<file path="src/sbtc_consts.svh">
`ifndef SBTC_CONSTS_SVH
`define SBTC_CONSTS_SVH

// Register byte offsets
`define SBTC_OFS_CTRL 12'h000
`define SBTC_OFS_CNT_LO 12'h004
`define SBTC_OFS_CNT_HI 12'h008
`define SBTC_OFS_CC0 12'h00C
`define SBTC_OFS_CC1 12'h010
`define SBTC_OFS_CC2 12'h014
`define SBTC_OFS_CHCTL0 12'h018
`define SBTC_OFS_CHCTL1 12'h01C
`define SBTC_OFS_CHCTL2 12'h020
`define SBTC_OFS_STATUS 12'h024
`define SBTC_OFS_MASK 12'h028

// Control register fields
`define SBTC_CTRL_MODE_LSB 0
`define SBTC_CTRL_PRE_LSB 2
`define SBTC_CTRL_GDIV_LSB 4
`define SBTC_CTRL_RC_BIT 7
`define SBTC_CTRL_IRQEN_BIT 8

// Channel control fields
`define SBTC_CHCTL_CAP_BIT 0
`define SBTC_CHCTL_SEL_LSB 1

// Status and mask layout
`define SBTC_ST_OVF 0
`define SBTC_ST_CH0 1
`define SBTC_ST_COMMON 4

// Reset values
`define SBTC_CTRL_RST 9'h000
`define SBTC_CNT_RST 16'h0000
`define SBTC_HI_RST 8'h00
`define SBTC_CC_RST 16'h0000
`define SBTC_CHCTL_RST 3'h0
`define SBTC_STATUS_RST 5'h00
`define SBTC_MASK_RST 5'h00

// Counter values and prescale masks
`define SBTC_CNT_ZERO 16'h0000
`define SBTC_CNT_ONE 16'h0001
`define SBTC_CNT_TOP 16'hFFFF
`define SBTC_PRE_MASK_1 7'h00
`define SBTC_PRE_MASK_8 7'h07
`define SBTC_PRE_MASK_32 7'h1F
`define SBTC_PRE_MASK_128 7'h7F

`endif

</file>
<file path="src/sbtc_pkg.sv">
package sbtc_pkg;

  typedef enum logic [1:0] {
    SBTC_HALT = 2'h0,
    SBTC_FREE = 2'h1,
    SBTC_MODULO = 2'h2,
    SBTC_UPDOWN = 2'h3
  } sbtc_mode_e;

  typedef struct packed {
    logic [8:0] ctrl;
    logic [15:0] cnt;
    logic [7:0] hi_buf;
    logic dir_down;
    logic [2:0][15:0] cc;
    logic [2:0][2:0] chctl;
    logic [4:0] status;
    logic [4:0] mask;
    logic [6:0] gdiv;
    logic [6:0] pdiv;
    logic [2:0] sync1;
    logic [2:0] sync2;
    logic [2:0] sync3;
    logic [2:0] pin_out;
    logic [2:0] dma;
    logic [31:0] rdata;
    logic slverr;
  } sbtc_state_s;

endpackage : sbtc_pkg

</file>
<file path="src/sbtc_core.sv">
`timescale 1ns/1ns
`include "sbtc_consts.svh"
module sbtc_core (
  input wire logic pclk,
  input wire logic presetn,
  input wire logic psel,
  input wire logic penable,
  input wire logic pwrite,
  input wire logic [11:0] paddr,
  input wire logic [31:0] pwdata,
  input wire logic [3:0] pstrb,
  output logic [31:0] prdata,
  output logic pready,
  output logic pslverr,
  input wire logic [2:0] ch_in,
  output logic [2:0] ch_out,
  output logic [2:0] ch_oe,
  output logic [2:0] dma_trig,
  output logic irq
);

  ////////////////////////////////////////////////////////////////////////////////
  // State and decoded control

  sbtc_pkg::sbtc_state_s s_ff;
  sbtc_pkg::sbtc_state_s nxt_s;

  sbtc_pkg::sbtc_mode_e mode;
  logic running;
  logic [2:0] gsel;
  logic [6:0] gmask;
  logic [6:0] pmask;
  logic tick_g;
  logic tick;
  logic free_top;
  logic mod_top;
  logic ud_zero;
  logic ovf_ev;
  logic [2:0] cap_ev;
  logic [2:0] cmp_ev;
  logic [4:0] st_set;
  logic setup;
  logic access;
  logic cnt_clear;

  assign mode = sbtc_pkg::sbtc_mode_e'(s_ff.ctrl[`SBTC_CTRL_MODE_LSB +: 2]);
  assign running = (mode != sbtc_pkg::SBTC_HALT);
  assign setup = psel & ~penable;
  assign access = psel & penable;
  assign cnt_clear = access & pwrite & (paddr == `SBTC_OFS_CNT_LO);

  ////////////////////////////////////////////////////////////////////////////////
  // Tick generation

  // RC source runs the system at half the crystal rate, so division 1 is barred
  always_comb
  begin
    gsel = s_ff.ctrl[`SBTC_CTRL_GDIV_LSB +: 3];
    if (s_ff.ctrl[`SBTC_CTRL_RC_BIT] && (gsel == 3'h0))
    begin
      gsel = 3'h1;
    end
  end

  assign gmask = ~(7'h7F << gsel);
  assign tick_g = ((s_ff.gdiv & gmask) == gmask);

  always_comb
  begin
    case (s_ff.ctrl[`SBTC_CTRL_PRE_LSB +: 2])
      2'h0: pmask = `SBTC_PRE_MASK_1;
      2'h1: pmask = `SBTC_PRE_MASK_8;
      2'h2: pmask = `SBTC_PRE_MASK_32;
      2'h3: pmask = `SBTC_PRE_MASK_128;
      default: pmask = `SBTC_PRE_MASK_1;
    endcase
  end

  assign tick = tick_g & ((s_ff.pdiv & pmask) == pmask) & running;

  ////////////////////////////////////////////////////////////////////////////////
  // Terminal count events

  assign free_top = (mode == sbtc_pkg::SBTC_FREE) && (s_ff.cnt == `SBTC_CNT_TOP);
  assign mod_top = (mode == sbtc_pkg::SBTC_MODULO) && (s_ff.cnt == s_ff.cc[0]);
  // Next step lands on zero, whether already falling or turning at a tiny compare
  assign ud_zero = (mode == sbtc_pkg::SBTC_UPDOWN) && (s_ff.cnt == `SBTC_CNT_ONE)
                   && (s_ff.dir_down || (s_ff.cnt >= s_ff.cc[0]));
  assign ovf_ev = tick & ~cnt_clear & (free_top | mod_top | ud_zero);

  ////////////////////////////////////////////////////////////////////////////////
  // Channels

  genvar gi;
  generate
    for (gi = 0; gi < 3; gi++)
    begin : g_ch
      logic rise;
      logic fall;
      logic cap_mode;
      logic [1:0] sel;
      logic hit;
      assign rise = s_ff.sync2[gi] & ~s_ff.sync3[gi];
      assign fall = ~s_ff.sync2[gi] & s_ff.sync3[gi];
      assign cap_mode = s_ff.chctl[gi][`SBTC_CHCTL_CAP_BIT];
      assign sel = s_ff.chctl[gi][`SBTC_CHCTL_SEL_LSB +: 2];
      // Channel 0 in up/down mode flags at zero, as its compare sets the top
      if (gi == 0)
      begin : g_hit0
        assign hit = (mode == sbtc_pkg::SBTC_UPDOWN) ? ud_zero : (s_ff.cnt == s_ff.cc[gi]);
      end
      else
      begin : g_hitn
        assign hit = (s_ff.cnt == s_ff.cc[gi]);
      end
      assign cap_ev[gi] = running & cap_mode & ((sel[0] & rise) | (sel[1] & fall));
      assign cmp_ev[gi] = tick & ~cap_mode & hit;
    end
  endgenerate

  assign st_set[`SBTC_ST_OVF] = ovf_ev;
  assign st_set[`SBTC_ST_CH0 +: 3] = cap_ev | cmp_ev;
  assign st_set[`SBTC_ST_COMMON] = ovf_ev | (|(cap_ev | cmp_ev));

  ////////////////////////////////////////////////////////////////////////////////
  // Next state

  function automatic logic [31:0] merge(input logic [31:0] old, input logic [31:0] wd,
                                        input logic [3:0] be);
    logic [31:0] r;
    r = old;
    for (int b = 0; b < 4; b++)
    begin
      if (be[b])
      begin
        r[b*8 +: 8] = wd[b*8 +: 8];
      end
    end
    return r;
  endfunction : merge

  always_comb
  begin
    logic [31:0] rd;
    logic [31:0] wv;
    logic mapped;
    rd = 32'h0000_0000;
    wv = 32'h0000_0000;
    mapped = 1'b1;
    nxt_s = s_ff;
    nxt_s.gdiv = s_ff.gdiv + 7'h01;
    if (tick_g)
    begin
      nxt_s.pdiv = s_ff.pdiv + 7'h01;
    end
    // Pins pass two flops before edge detection reads them
    nxt_s.sync1 = ch_in;
    nxt_s.sync2 = s_ff.sync1;
    nxt_s.sync3 = s_ff.sync2;
    nxt_s.dma = cmp_ev;

    if (tick)
    begin
      case (mode)
        sbtc_pkg::SBTC_FREE:
        begin
          nxt_s.cnt = s_ff.cnt + `SBTC_CNT_ONE;
        end
        sbtc_pkg::SBTC_MODULO:
        begin
          if (mod_top)
          begin
            nxt_s.cnt = `SBTC_CNT_ZERO;
          end
          else
          begin
            nxt_s.cnt = s_ff.cnt + `SBTC_CNT_ONE;
          end
        end
        sbtc_pkg::SBTC_UPDOWN:
        begin
          if (!s_ff.dir_down)
          begin
            if ((s_ff.cnt >= s_ff.cc[0]) && (s_ff.cnt != `SBTC_CNT_ZERO))
            begin
              nxt_s.dir_down = 1'b1;
              nxt_s.cnt = s_ff.cnt - `SBTC_CNT_ONE;
            end
            else
            begin
              nxt_s.cnt = s_ff.cnt + `SBTC_CNT_ONE;
            end
          end
          else if (s_ff.cnt <= `SBTC_CNT_ONE)
          begin
            nxt_s.dir_down = 1'b0;
            nxt_s.cnt = `SBTC_CNT_ZERO;
          end
          else
          begin
            nxt_s.cnt = s_ff.cnt - `SBTC_CNT_ONE;
          end
        end
        default:
        begin
          nxt_s.cnt = s_ff.cnt;
        end
      endcase
    end

    for (int i = 0; i < 3; i++)
    begin
      if (cap_ev[i])
      begin
        nxt_s.cc[i] = s_ff.cnt;
      end
      if (cmp_ev[i])
      begin
        case (s_ff.chctl[i][`SBTC_CHCTL_SEL_LSB +: 2])
          2'h0: nxt_s.pin_out[i] = 1'b1;
          2'h1: nxt_s.pin_out[i] = 1'b0;
          2'h2: nxt_s.pin_out[i] = ~s_ff.pin_out[i];
          default: nxt_s.pin_out[i] = s_ff.pin_out[i];
        endcase
      end
    end

    // Read data is sampled at setup; the read clears only the bits it showed,
    // so an event landing between setup and access is kept
    if (access && !pwrite && (paddr == `SBTC_OFS_STATUS))
    begin
      nxt_s.status = s_ff.status & ~s_ff.rdata[4:0];
    end
    nxt_s.status = nxt_s.status | st_set;

    case (paddr)
      `SBTC_OFS_CTRL: rd = {23'h000000, s_ff.ctrl};
      `SBTC_OFS_CNT_LO: rd = {24'h000000, s_ff.cnt[7:0]};
      `SBTC_OFS_CNT_HI: rd = {24'h000000, s_ff.hi_buf};
      `SBTC_OFS_CC0: rd = {16'h0000, s_ff.cc[0]};
      `SBTC_OFS_CC1: rd = {16'h0000, s_ff.cc[1]};
      `SBTC_OFS_CC2: rd = {16'h0000, s_ff.cc[2]};
      `SBTC_OFS_CHCTL0: rd = {29'h00000000, s_ff.chctl[0]};
      `SBTC_OFS_CHCTL1: rd = {29'h00000000, s_ff.chctl[1]};
      `SBTC_OFS_CHCTL2: rd = {29'h00000000, s_ff.chctl[2]};
      `SBTC_OFS_STATUS: rd = {27'h0000000, s_ff.status};
      `SBTC_OFS_MASK: rd = {27'h0000000, s_ff.mask};
      default: mapped = 1'b0;
    endcase

    if (setup)
    begin
      nxt_s.rdata = pwrite ? 32'h0000_0000 : rd;
      nxt_s.slverr = ~mapped;
      if (!pwrite && (paddr == `SBTC_OFS_CNT_LO))
      begin
        nxt_s.hi_buf = s_ff.cnt[15:8];
      end
    end

    if (access && pwrite)
    begin
      case (paddr)
        `SBTC_OFS_CTRL:
        begin
          wv = merge({23'h000000, s_ff.ctrl}, pwdata, pstrb);
          nxt_s.ctrl = wv[8:0];
        end
        `SBTC_OFS_CC0, `SBTC_OFS_CC1, `SBTC_OFS_CC2:
        begin
          wv = merge({16'h0000, s_ff.cc[paddr[4:2] - 3'h3]}, pwdata, pstrb);
          nxt_s.cc[paddr[4:2] - 3'h3] = wv[15:0];
        end
        `SBTC_OFS_CHCTL0, `SBTC_OFS_CHCTL1, `SBTC_OFS_CHCTL2:
        begin
          wv = merge({29'h00000000, s_ff.chctl[paddr[4:2] - 3'h6]}, pwdata, pstrb);
          nxt_s.chctl[paddr[4:2] - 3'h6] = wv[2:0];
        end
        `SBTC_OFS_MASK:
        begin
          wv = merge({27'h0000000, s_ff.mask}, pwdata, pstrb);
          nxt_s.mask = wv[4:0];
        end
        default:
        begin
          wv = 32'h0000_0000;
        end
      endcase
    end

    // Clearing write beats a tick in the same cycle
    if (cnt_clear)
    begin
      nxt_s.cnt = `SBTC_CNT_ZERO;
      nxt_s.dir_down = 1'b0;
    end
  end

  ////////////////////////////////////////////////////////////////////////////////
  // State register

  always_ff @(posedge pclk or negedge presetn)
  begin
    if (!presetn)
    begin
      s_ff <= '0;
      s_ff.ctrl <= `SBTC_CTRL_RST;
      s_ff.cnt <= `SBTC_CNT_RST;
      s_ff.hi_buf <= `SBTC_HI_RST;
      s_ff.cc <= {3{`SBTC_CC_RST}};
      s_ff.chctl <= {3{`SBTC_CHCTL_RST}};
      s_ff.status <= `SBTC_STATUS_RST;
      s_ff.mask <= `SBTC_MASK_RST;
    end
    else
    begin
      s_ff <= nxt_s;
    end
  end

  ////////////////////////////////////////////////////////////////////////////////
  // Outputs

  assign prdata = s_ff.rdata;
  assign pready = 1'b1;
  assign pslverr = access & s_ff.slverr;
  assign ch_out = s_ff.pin_out;
  assign ch_oe = ~{s_ff.chctl[2][0], s_ff.chctl[1][0], s_ff.chctl[0][0]};
  assign dma_trig = s_ff.dma;
  // Masked flags only reach the line while the interrupt enable bit is set
  assign irq = s_ff.ctrl[`SBTC_CTRL_IRQEN_BIT] & (|(s_ff.status & s_ff.mask));
endmodule : sbtc_core

</file>
<file path="config.mk">
export PLATFORM = sky130hd
export DESIGN_NAME = sbtc_core
export DESIGN_NICKNAME = d
export VERILOG_FILES = /design/src/sbtc_pkg.sv /design/src/sbtc_core.sv
export VERILOG_INCLUDE_DIRS = /design/src /design/src/src
export SDC_FILE = /design/constraint.sdc
export NUM_CORES = 1
export LEC_CHECK = 0
export BUFFER_PORTS_ARGS = -buffer_cell sky130_fd_sc_hd__buf_2
export CORE_MARGIN = 8
export CORE_UTILIZATION = 41
export CTS_CLUSTER_SIZE = 16
export DETAILED_ROUTE_END_ITERATION = 6
export PLACE_DENSITY = 0.56
export SYNTH_ARGS = -nofsm -noshare
export SYNTH_HDL_FRONTEND = slang
export SYNTH_SLANG_ARGS = --single-unit
</file>
<file path="constraint.sdc">
create_clock -name pclk -period 8.85 [get_ports pclk]
set_clock_uncertainty 0.1 [all_clocks]
set_input_delay 1.77 -clock pclk [delete_from_list [all_inputs] [get_ports pclk]]
set_output_delay 1.77 -clock pclk [all_outputs]
set_load 0.05 [all_outputs]
</file>
==> metrics.txt, run 1 <==
Internal Power=0.00121 W; via count=just under 8000; post-route ant nets=0; Mapped Area=0.00940 sq mm; Post-Route WL=29100 um; die width=167 um; Clock power frac=39.1%; Max Slew Vio Count=0; DP HPWL=a little over 20000 um; Clk Latency, worst-skew pair=about 0.43 ns; switching share of power=33.1%; core box area=between 0.02 and 0.025 sq mm; synth unique cells=between 70 and 80; H-tree levels=4; Die Span Y=167 um; Longest Clk Path Bufs=2; vias in the first global route=around 7700; vias per inst=5.96; Crit Path Max Fanout=17; crit path cell chain=buf_2, inv_1, ha_1, o21ai_1, o31ai_2, nand3_1, buf_4, nor2_1, a21oi_1; P&R area growth vs syn=9.09%; max cap viols=0; cts repair resizes=0; pwr dens=176 mW/mm^2; commonest non-fill, non-tap cells in the layout=dfrtp_1 (147), nand2_1 (97), nor2_1 (75), a21oi_1 (75), o21ai_0 (70); Row Count=55; die footprint=0.0280 sq mm; final setup vio count=0; drt drc=0; ys async rst share=100%; multi-input logic area=0.00512 sq mm; CTS tree=yes; area of all sequential standard cells=about 0.0037 sq mm; Critical-path top delay cell=nand3_1; Setup Fix Bufs, Post-CTS=0; Psw=about 0.00060 W; worst slew pin tran=0.888 ns; Total Power=0.00180 W; share of layout cells above drive strength 1=roughly 17%; largest net degree at the start of global routing=97; CTS Buf Count=17; Nets=1112; Hold Path Class=flip-flop to flip-flop; number of synthesized flops with an enable pin=0; ys flop type=dfrtp_1; fin crit period=4.51 ns; first-pass GRT wire length=45900 um; WHS=0.248 ns; final hold violations=0; unrepaired setup endpoints after global routing=no; Setup crit start kind=input pin; initial core utilization=41.7%; Leak=between 4 and 5 nW; Slew headroom=40.8%; root buffer cell=clkbuf_16; hold buffers post-CTS=0; TNS Setup=0 ns; Clock Sinks=147; Syn Inst Count=approximately 1000; aggregate global-route resource usage=a little over a fifth; routed len/inst=22.0 um; combinational power share=17.6%; crit end category=flip-flop; initial antenna violation count=0; Antenna diodes=0; Remaining Overflow, GRT=0; TritonRoute pass-1 iters=6; Crit Path Class=input pin to flip-flop; final worst path period share=50.9%; max incr delay on CP=0.60 ns; status=completed; Placed Area=around 0.0097 sq mm; IO Count=100; #FFs+latches synth=147; Initial DRC Count=973; post-synthesis sequential area ratio=39.1%; crit path DAT=around 4.7 ns; VDD IR max=approximately 90 uV; commonest non-fill, non-tap cell in the layout=dfrtp_1; Layout fillers=approximately 2200; Synth Area per Inst=between 9 and 10 sq um; Final Wtd Congestion=0.871; post-route cell area=0.0103 sq mm; sequential power share=43.3%; Yosys warning count=0; Peak Freq=about 220 MHz; # port buffers=64; Critical Path RT=9.06 ns; Clock Pin Slew Worst Setup and Hold Paths=roughly 0.070 ns
## cells by family (layout without fill, tap and decap cells)
group	count (synthesis)	in the layout	synth area share, %
multiplexers	103	103	11.5
XOR/XNOR	50	50	4.66
buffers and inverters	133	141	7.03
adder cells (fa/ha/maj)	27	27	3.59
AND/OR/NAND/NOR	316	316	17.3
AO/OA/AOI/OAI	241	241	16.7
other	2	17	0.0799
flip-flops	147	147	39.1
## state kept, by name (all words and copies together), names as in the netlist, named ones only
| register | cells |
|---|---|
| dma_trig | 3 |
| nxt_s | 6 |
| prdata | 16 |
| ch_out | 3 |
| s_ff | 108 |
| mode | 2 |
## synth_stat cells (4+ instances only)
| master | instances | share of area [%] |
|---|---|---|
| inv_1 | 32 | 1.3 |
| nand3_1 | 24 | 1.3 |
| or4_4 | 4 | 0.48 |
| a221oi_1 | 13 | 1.2 |
| buf_2 | 12 | 0.64 |
| xnor2_1 | 43 | 4.0 |
| a211oi_1 | 4 | 0.32 |
| or3_1 | 4 | 0.27 |
| nand2b_1 | 9 | 0.60 |
| and3_1 | 20 | 1.3 |
| mux2_2 | 43 | 5.1 |
| mux2i_1 | 60 | 6.4 |
| buf_4 | 39 | 3.1 |
| a31oi_1 | 5 | 0.33 |
| nor3_1 | 14 | 0.75 |
| nor2_1 | 75 | 3.0 |
| o21ai_0 | 70 | 3.7 |
| nand4_1 | 21 | 1.4 |
| a22oi_1 | 13 | 1.0 |
| clkbuf_1 | 47 | 1.9 |
| ha_1 | 27 | 3.6 |
| nand3b_1 | 5 | 0.40 |
| and2_1 | 10 | 0.67 |
| a222oi_1 | 14 | 1.5 |
| xor2_1 | 7 | 0.65 |
| dfrtp_1 | 147 | 39 |
| a21oi_1 | 75 | 4.0 |
| a22o_1 | 9 | 0.84 |
| nand2_1 | 97 | 3.9 |
| a32oi_1 | 4 | 0.37 |
## metal layers
| layer | track usage (%) | routed length, um | vias up |
|---|---|---|---|
| li1 | - | - | 3644 |
| met1 | 29.0 | 13200 | 3845 |
| met2 | 31.1 | 12600 | 361 |
| met3 | 5.13 | 2450 | 53 |
| met4 | 7.57 | 839 | 0 |
| met5 | 0 | 0 | - |
## through the flow
step / instances / setup slack [ns] / util [%]
2_1_floorplan: 1034 / 4.65 / -
4_1_cts: 1327 / 4.46 / 45.4
5_1_grt: 1327 / 4.24 / 45.4
6_report: 1327 / 4.34 / 45.4
3_3_place_gp: 1295 / 4.04 / 43.0
3_5_place_dp: 1295 / 4.00 / 43.0
## cell type report
cell class,instances,area share [%]
sequential,147,35.9
clock buffer,19,4.32
clock inverter,13,1.12
tap,285,3.48
inverter,32,1.17
timing repair buffer,77,4.13
multi-input combinational,754,49.9
## worst max-delay path, delay by kind of cell
| family | cells | cell delay (ns) |
|---|---|---|
| buf+inv | 3 | 1.22 |
| simple gates | 2 | 0.72 |
| fa+ha+maj | 1 | 0.49 |
| compound gates | 3 | 0.48 |
## final timing paths
| check | start | end | slack [ns] | depth (start not counted) |
|---|---|---|---|---|
| worst min register to register | nxt_s[43] | nxt_s[40] | 0.25 | 0 |
| worst max register to register | s_ff[144] | s_ff[145] | 5.50 | 8 |
| min in group asynchronous | presetn | s_ff[57] | 1.33 | 1 |
| worst min-delay path | nxt_s[43] | nxt_s[40] | 0.25 | 0 |
| worst max-delay path | paddr[2] | s_ff[100] | 4.34 | 9 |
| max in group asynchronous | presetn | prdata[11] | 6.06 | 2 |
## power groups by stage
stage               Combinational (W)  Clock [W]  Sequential (W)
finish                       0.000318   0.000705        0.000781
global route                 0.000352   0.000747        0.000786
CTS                          0.000316   0.000717        0.000779
detailed placement           0.000313          0        0.000792
global placement             0.000309          0        0.000791
floorplan                    0.000260          0        0.000745
Note: power is estimated with default switching activity, not from simulation.
==> run 2, diff against run 1 <==
PLACE_DENSITY = 0.58   (was 0.56)
clock period = 3.8 ns   (was 8.85 ns; I/O delays follow)
==> metrics.txt, run 2 (synthesis results as in run 1) <==
drt drc=0; Clock Sinks=roughly 150; Remaining Overflow, GRT=0; Crit Path Class=flip-flop to flip-flop; WHS=0.246 ns; Post-Route Utilization=46.3%; R2R Setup Slk=0.65 ns; status=completed; core box area=0.0226 sq mm; Slew headroom=35.3%; share of layout cells above drive strength 1=18.8%; H-tree levels=4; crit end category=flip-flop; max cap viols=0; Critical Path RT=4.04 ns; Nets=1135; final hold violations=0; Peak Freq=around 320 MHz; routed len/inst=roughly 22 um; Initial DRC Count=between 700 and 800; die width=167 um; Longest Clk Path Bufs=2; IO Count=100; via count=8010; root buffer cell=clkbuf_16; first-pass GRT wire length=46100 um; fin cells=1350; Internal Power=0.00291 W; vias per inst=5.93; Antenna diodes=0; Die Span Y=about 170 um; Top reg by flops=s_ff; worst slew pin tran=just under 1 ns; TritonRoute pass-1 iters=7; Clk Latency, worst-skew pair=around 0.44 ns; # port buffers=64; Leak=4.62 nW; initial antenna violation count=1; CTS tree=yes; CTS Buf Count=17; Psw=approximately 0.0014 W; Row Count=between 50 and 60; largest net degree at the start of global routing=74; VDD IR max=227 uV; initial core utilization=41.7%; switching share of power=32.4%; Clock Pin Slew Worst Setup and Hold Paths=0.07 ns; placed insts=1318; sequential power share=40.0%; cts repair resizes=0; Setup Fix Bufs, Post-CTS=0; Clock power frac=39.4%; pwr dens=412 mW/mm^2; combinational power share=20.7%; vias in the first global route=7902; unrepaired setup endpoints after global routing=no; DP HPWL=21400 um; TNS Setup=0 ns; aggregate global-route resource usage=21.2%; crit path DAT=3.39 ns; commonest non-fill, non-tap cells in the layout=dfrtp_1 (147), nand2_1 (97), nor2_1 (75), a21oi_1 (75), o21ai_0 (70); P&R area growth vs syn=11.2%; Final Wtd Congestion=about 0.93; final worst path period share=82.9%; hold buffers post-CTS=0; Setup crit start kind=flip-flop; fin crit period=3.15 ns; post-route ant nets=0; final setup vio count=0; max reg flops=108; Post-Route WL=around 29000 um; commonest non-fill, non-tap cell in the layout=dfrtp_1; Crit Path Max Fanout=10; Hold Path Class=input pin to asynchronous set/reset pin; Max Slew Vio Count=0; die footprint=0.0280 sq mm
run 2: layout make-up:
class,count,area (sq um)
well taps,285,357
repair buffers,100,597
clock inverters,14,143
clock buffers,18,439
multi-input cells,754,5120
flip-flops and latches,147,3680
fillers,2198,12100
inverters,32,120
run 2: path summary, 6_finish.rpt:
path,endpoint,startpoint,cells past startpoint
min in group pclk,nxt_s[41],nxt_s[44],0
worst max register to register,s_ff[149],s_ff[145],8
worst min-delay path,s_ff[56],presetn,1
worst max-delay path,s_ff[149],s_ff[145],8
worst min register to register,nxt_s[41],nxt_s[44],0
max in group asynchronous,s_ff[148],presetn,2
run 2: power by group through the flow:
stage	clock network [W]	registers, W	logic (W)
2_1_floorplan	0	0.00174	0.000605
5_1_grt	0.00180	0.00173	0.000975
3_3_place_gp	0	0.00175	0.000866
3_5_place_dp	0	0.00175	0.000875
4_1_cts	0.00173	0.00172	0.000880
6_report	0.00170	0.00172	0.000890
run 2: layer usage:
metal	track usage [%]	part of all wire [%]	vias up	routed length [um]
li1	-	-	3701	-
met1	28.7	45	3866	13100
met2	31.5	43	373	12600
met3	5.29	9.0	70	2650
met4	9.28	3.3	0	983
met5	0	0	-	0
run 2: critical path, stage by stage (launching register included):
cell and delay (ns):
dfrtp_1 0.53, buf_4 0.24, nor4_4 0.40, and4b_1 0.37
nand4_1 0.30, o211a_1 0.38, nor2_2 0.41, a21oi_1 0.12
a31oi_1 0.21
run 2: through the flow:
step           setup slack, ns  power (W)  cell area [sq um]
2_1_floorplan            0.611    0.00234               9460
3_3_place_gp             0.628    0.00261               9870
3_5_place_dp             0.588    0.00262               9870
4_1_cts                  0.744    0.00433              10500
5_1_grt                  0.524    0.00450              10500
6_report                 0.650    0.00431              10500
==> run 3, diff against run 2 <==
clock period = 2.7 ns   (was 3.8 ns; I/O delays follow)
==> metrics.txt, run 3 (synthesis results as in run 1) <==
routed len/inst=21.0 um; Initial DRC Count=slightly above 900; Crit Path Max Fanout=5; Longest Clk Path Bufs=2; Hold Path Class=input pin to flip-flop; first-pass GRT wire length=47600 um; drt drc=0; Clk Latency, worst-skew pair=0.43 ns; Total Power=a little over 0.006 W; Slew headroom=between 40% and 50%; Peak Freq=363 MHz; initial antenna violation count=1; unrepaired setup endpoints after global routing=yes; Leak=between 5 and 6 nW; die footprint=0.0280 sq mm; Critical Path RT=2.92 ns; Layout fillers=between 2000 and 2500; worst slew pin tran=0.859 ns; commonest non-fill, non-tap cell in the layout=dfrtp_1; vias per inst=roughly 6; aggregate global-route resource usage=21.6%; Top reg by flops=s_ff; WP buf/inv=0; commonest non-fill, non-tap cells in the layout=dfrtp_1 (147), buf_4 (115), nand2_1 (97); status=complete, but fails checks; Largest delay share family, worst path=simple AND/OR/NAND/NOR gates; TritonRoute pass-1 iters=5; Die Span Y=approximately 170 um; vias in the first global route=~8300; pwr dens=between 500 and 600 mW/mm^2; H-tree levels=4; CTS Buf Count=17; final setup margin=-0.0572 ns; Placed Area=0.0106 sq mm; post-route cell area=~0.011 sq mm; Remaining Overflow, GRT=0; Final Wtd Congestion=0.933; largest net degree at the start of global routing=59; crit path cell chain=ha_4, nand4_1, or3_4, or4_4, and4_4, nand2_4, and3b_1, o22a_1; Post-Route WL=30400 um; Crit Path Class=flip-flop to flip-flop; final setup vio count=11; P&R area growth vs syn=21.0%; Max Slew Vio Count=0; Row Count=55; IO Count=100; initial core utilization=41.7%; max reg flops=108; crit end category=flip-flop; final hold violations=0; share of layout cells above drive strength 1=26.9%; crit path DAT=just under 3 ns; Clock Sinks=147; fin crit period=2.76 ns; post-route ant nets=0; root buffer cell=clkbuf_16; failing checks=setup timing; CTS tree=yes; R2R Setup Slk=-0.06 ns; final worst path period share=102%; core box area=0.0226 sq mm; die width=167 um; max incr delay on CP=0.53 ns; DP HPWL=22600 um; Antenna diodes=0; # port buffers=64; Clock Pin Slew Worst Setup and Hold Paths=0.07 ns; max cap viols=0; setup slack after placement=-0.122 ns; via count=8438; Critical-path top delay cell=or4_4; VDD IR max=342 uV; Setup crit start kind=flip-flop; Nets=approximately 1200
-- run 3: layer usage --
layer	up-vias	track usage (%)	share of wire [%]
li1	3881	-	-
met5	-	0	0.033
met2	377	32.9	44
met3	57	4.84	8.6
met1	4121	29.4	45
met4	2	8.35	2.8
-- run 3: cell type report --
cell class	count	area [sq um]	share of cell area [%]
clock buffers	18	439	3.86
clock inverters	14	143	1.25
inverters	32	120	1.06
multi-input cells	755	5250	46.1
flip-flops and latches	147	3680	32.3
well taps	285	357	3.13
repair buffers	192	1400	12.3
-- run 3: final timing paths --
kind | from | endpoint | cells after the start
worst max-delay path | s_ff[147] | s_ff[147] | 8
worst min-delay path | ch_in[2] | nxt_s[44] | 1
worst max register to register | s_ff[147] | s_ff[147] | 8
worst min register to register | nxt_s[43] | nxt_s[40] | 0
max in group asynchronous | presetn | prdata[15] | 3
min in group asynchronous | presetn | s_ff[103] | 2
-- run 3: repair_timing --
action | 4_1_cts | 5_1_grt
resized for setup | 14 | 15
cloned | 1 | 0
setup buffers | 4 | 3
hold endpoints to repair | 42 | 0
pin swaps | 12 | 13
setup endpoints to repair | 15 | 20
hold buffers | 1 | 0
-- run 3: through the flow --
step	cells	setup TNS [ns]	utilization, %	hold slack [ns]
finish	1443	-0.468	50.4	0.108
CTS	1440	-0.230	50.1	0.0880
floorplan	1034	-0.0159	-	0.144
global placement	1403	-0.338	47.0	0.232
global route	1443	-1.77	50.4	0.102
detailed placement	1403	-0.912	47.0	0.239
-- run 3: report_power, final --
group	total [W]	leakage [nW]	switching, W	internal [W]
combinational	0.00143	3.02	0.000870	0.000556
sequential	0.00239	1.77	0.0000830	0.00231
clock	0.00239	0.276	0.00107	0.00132
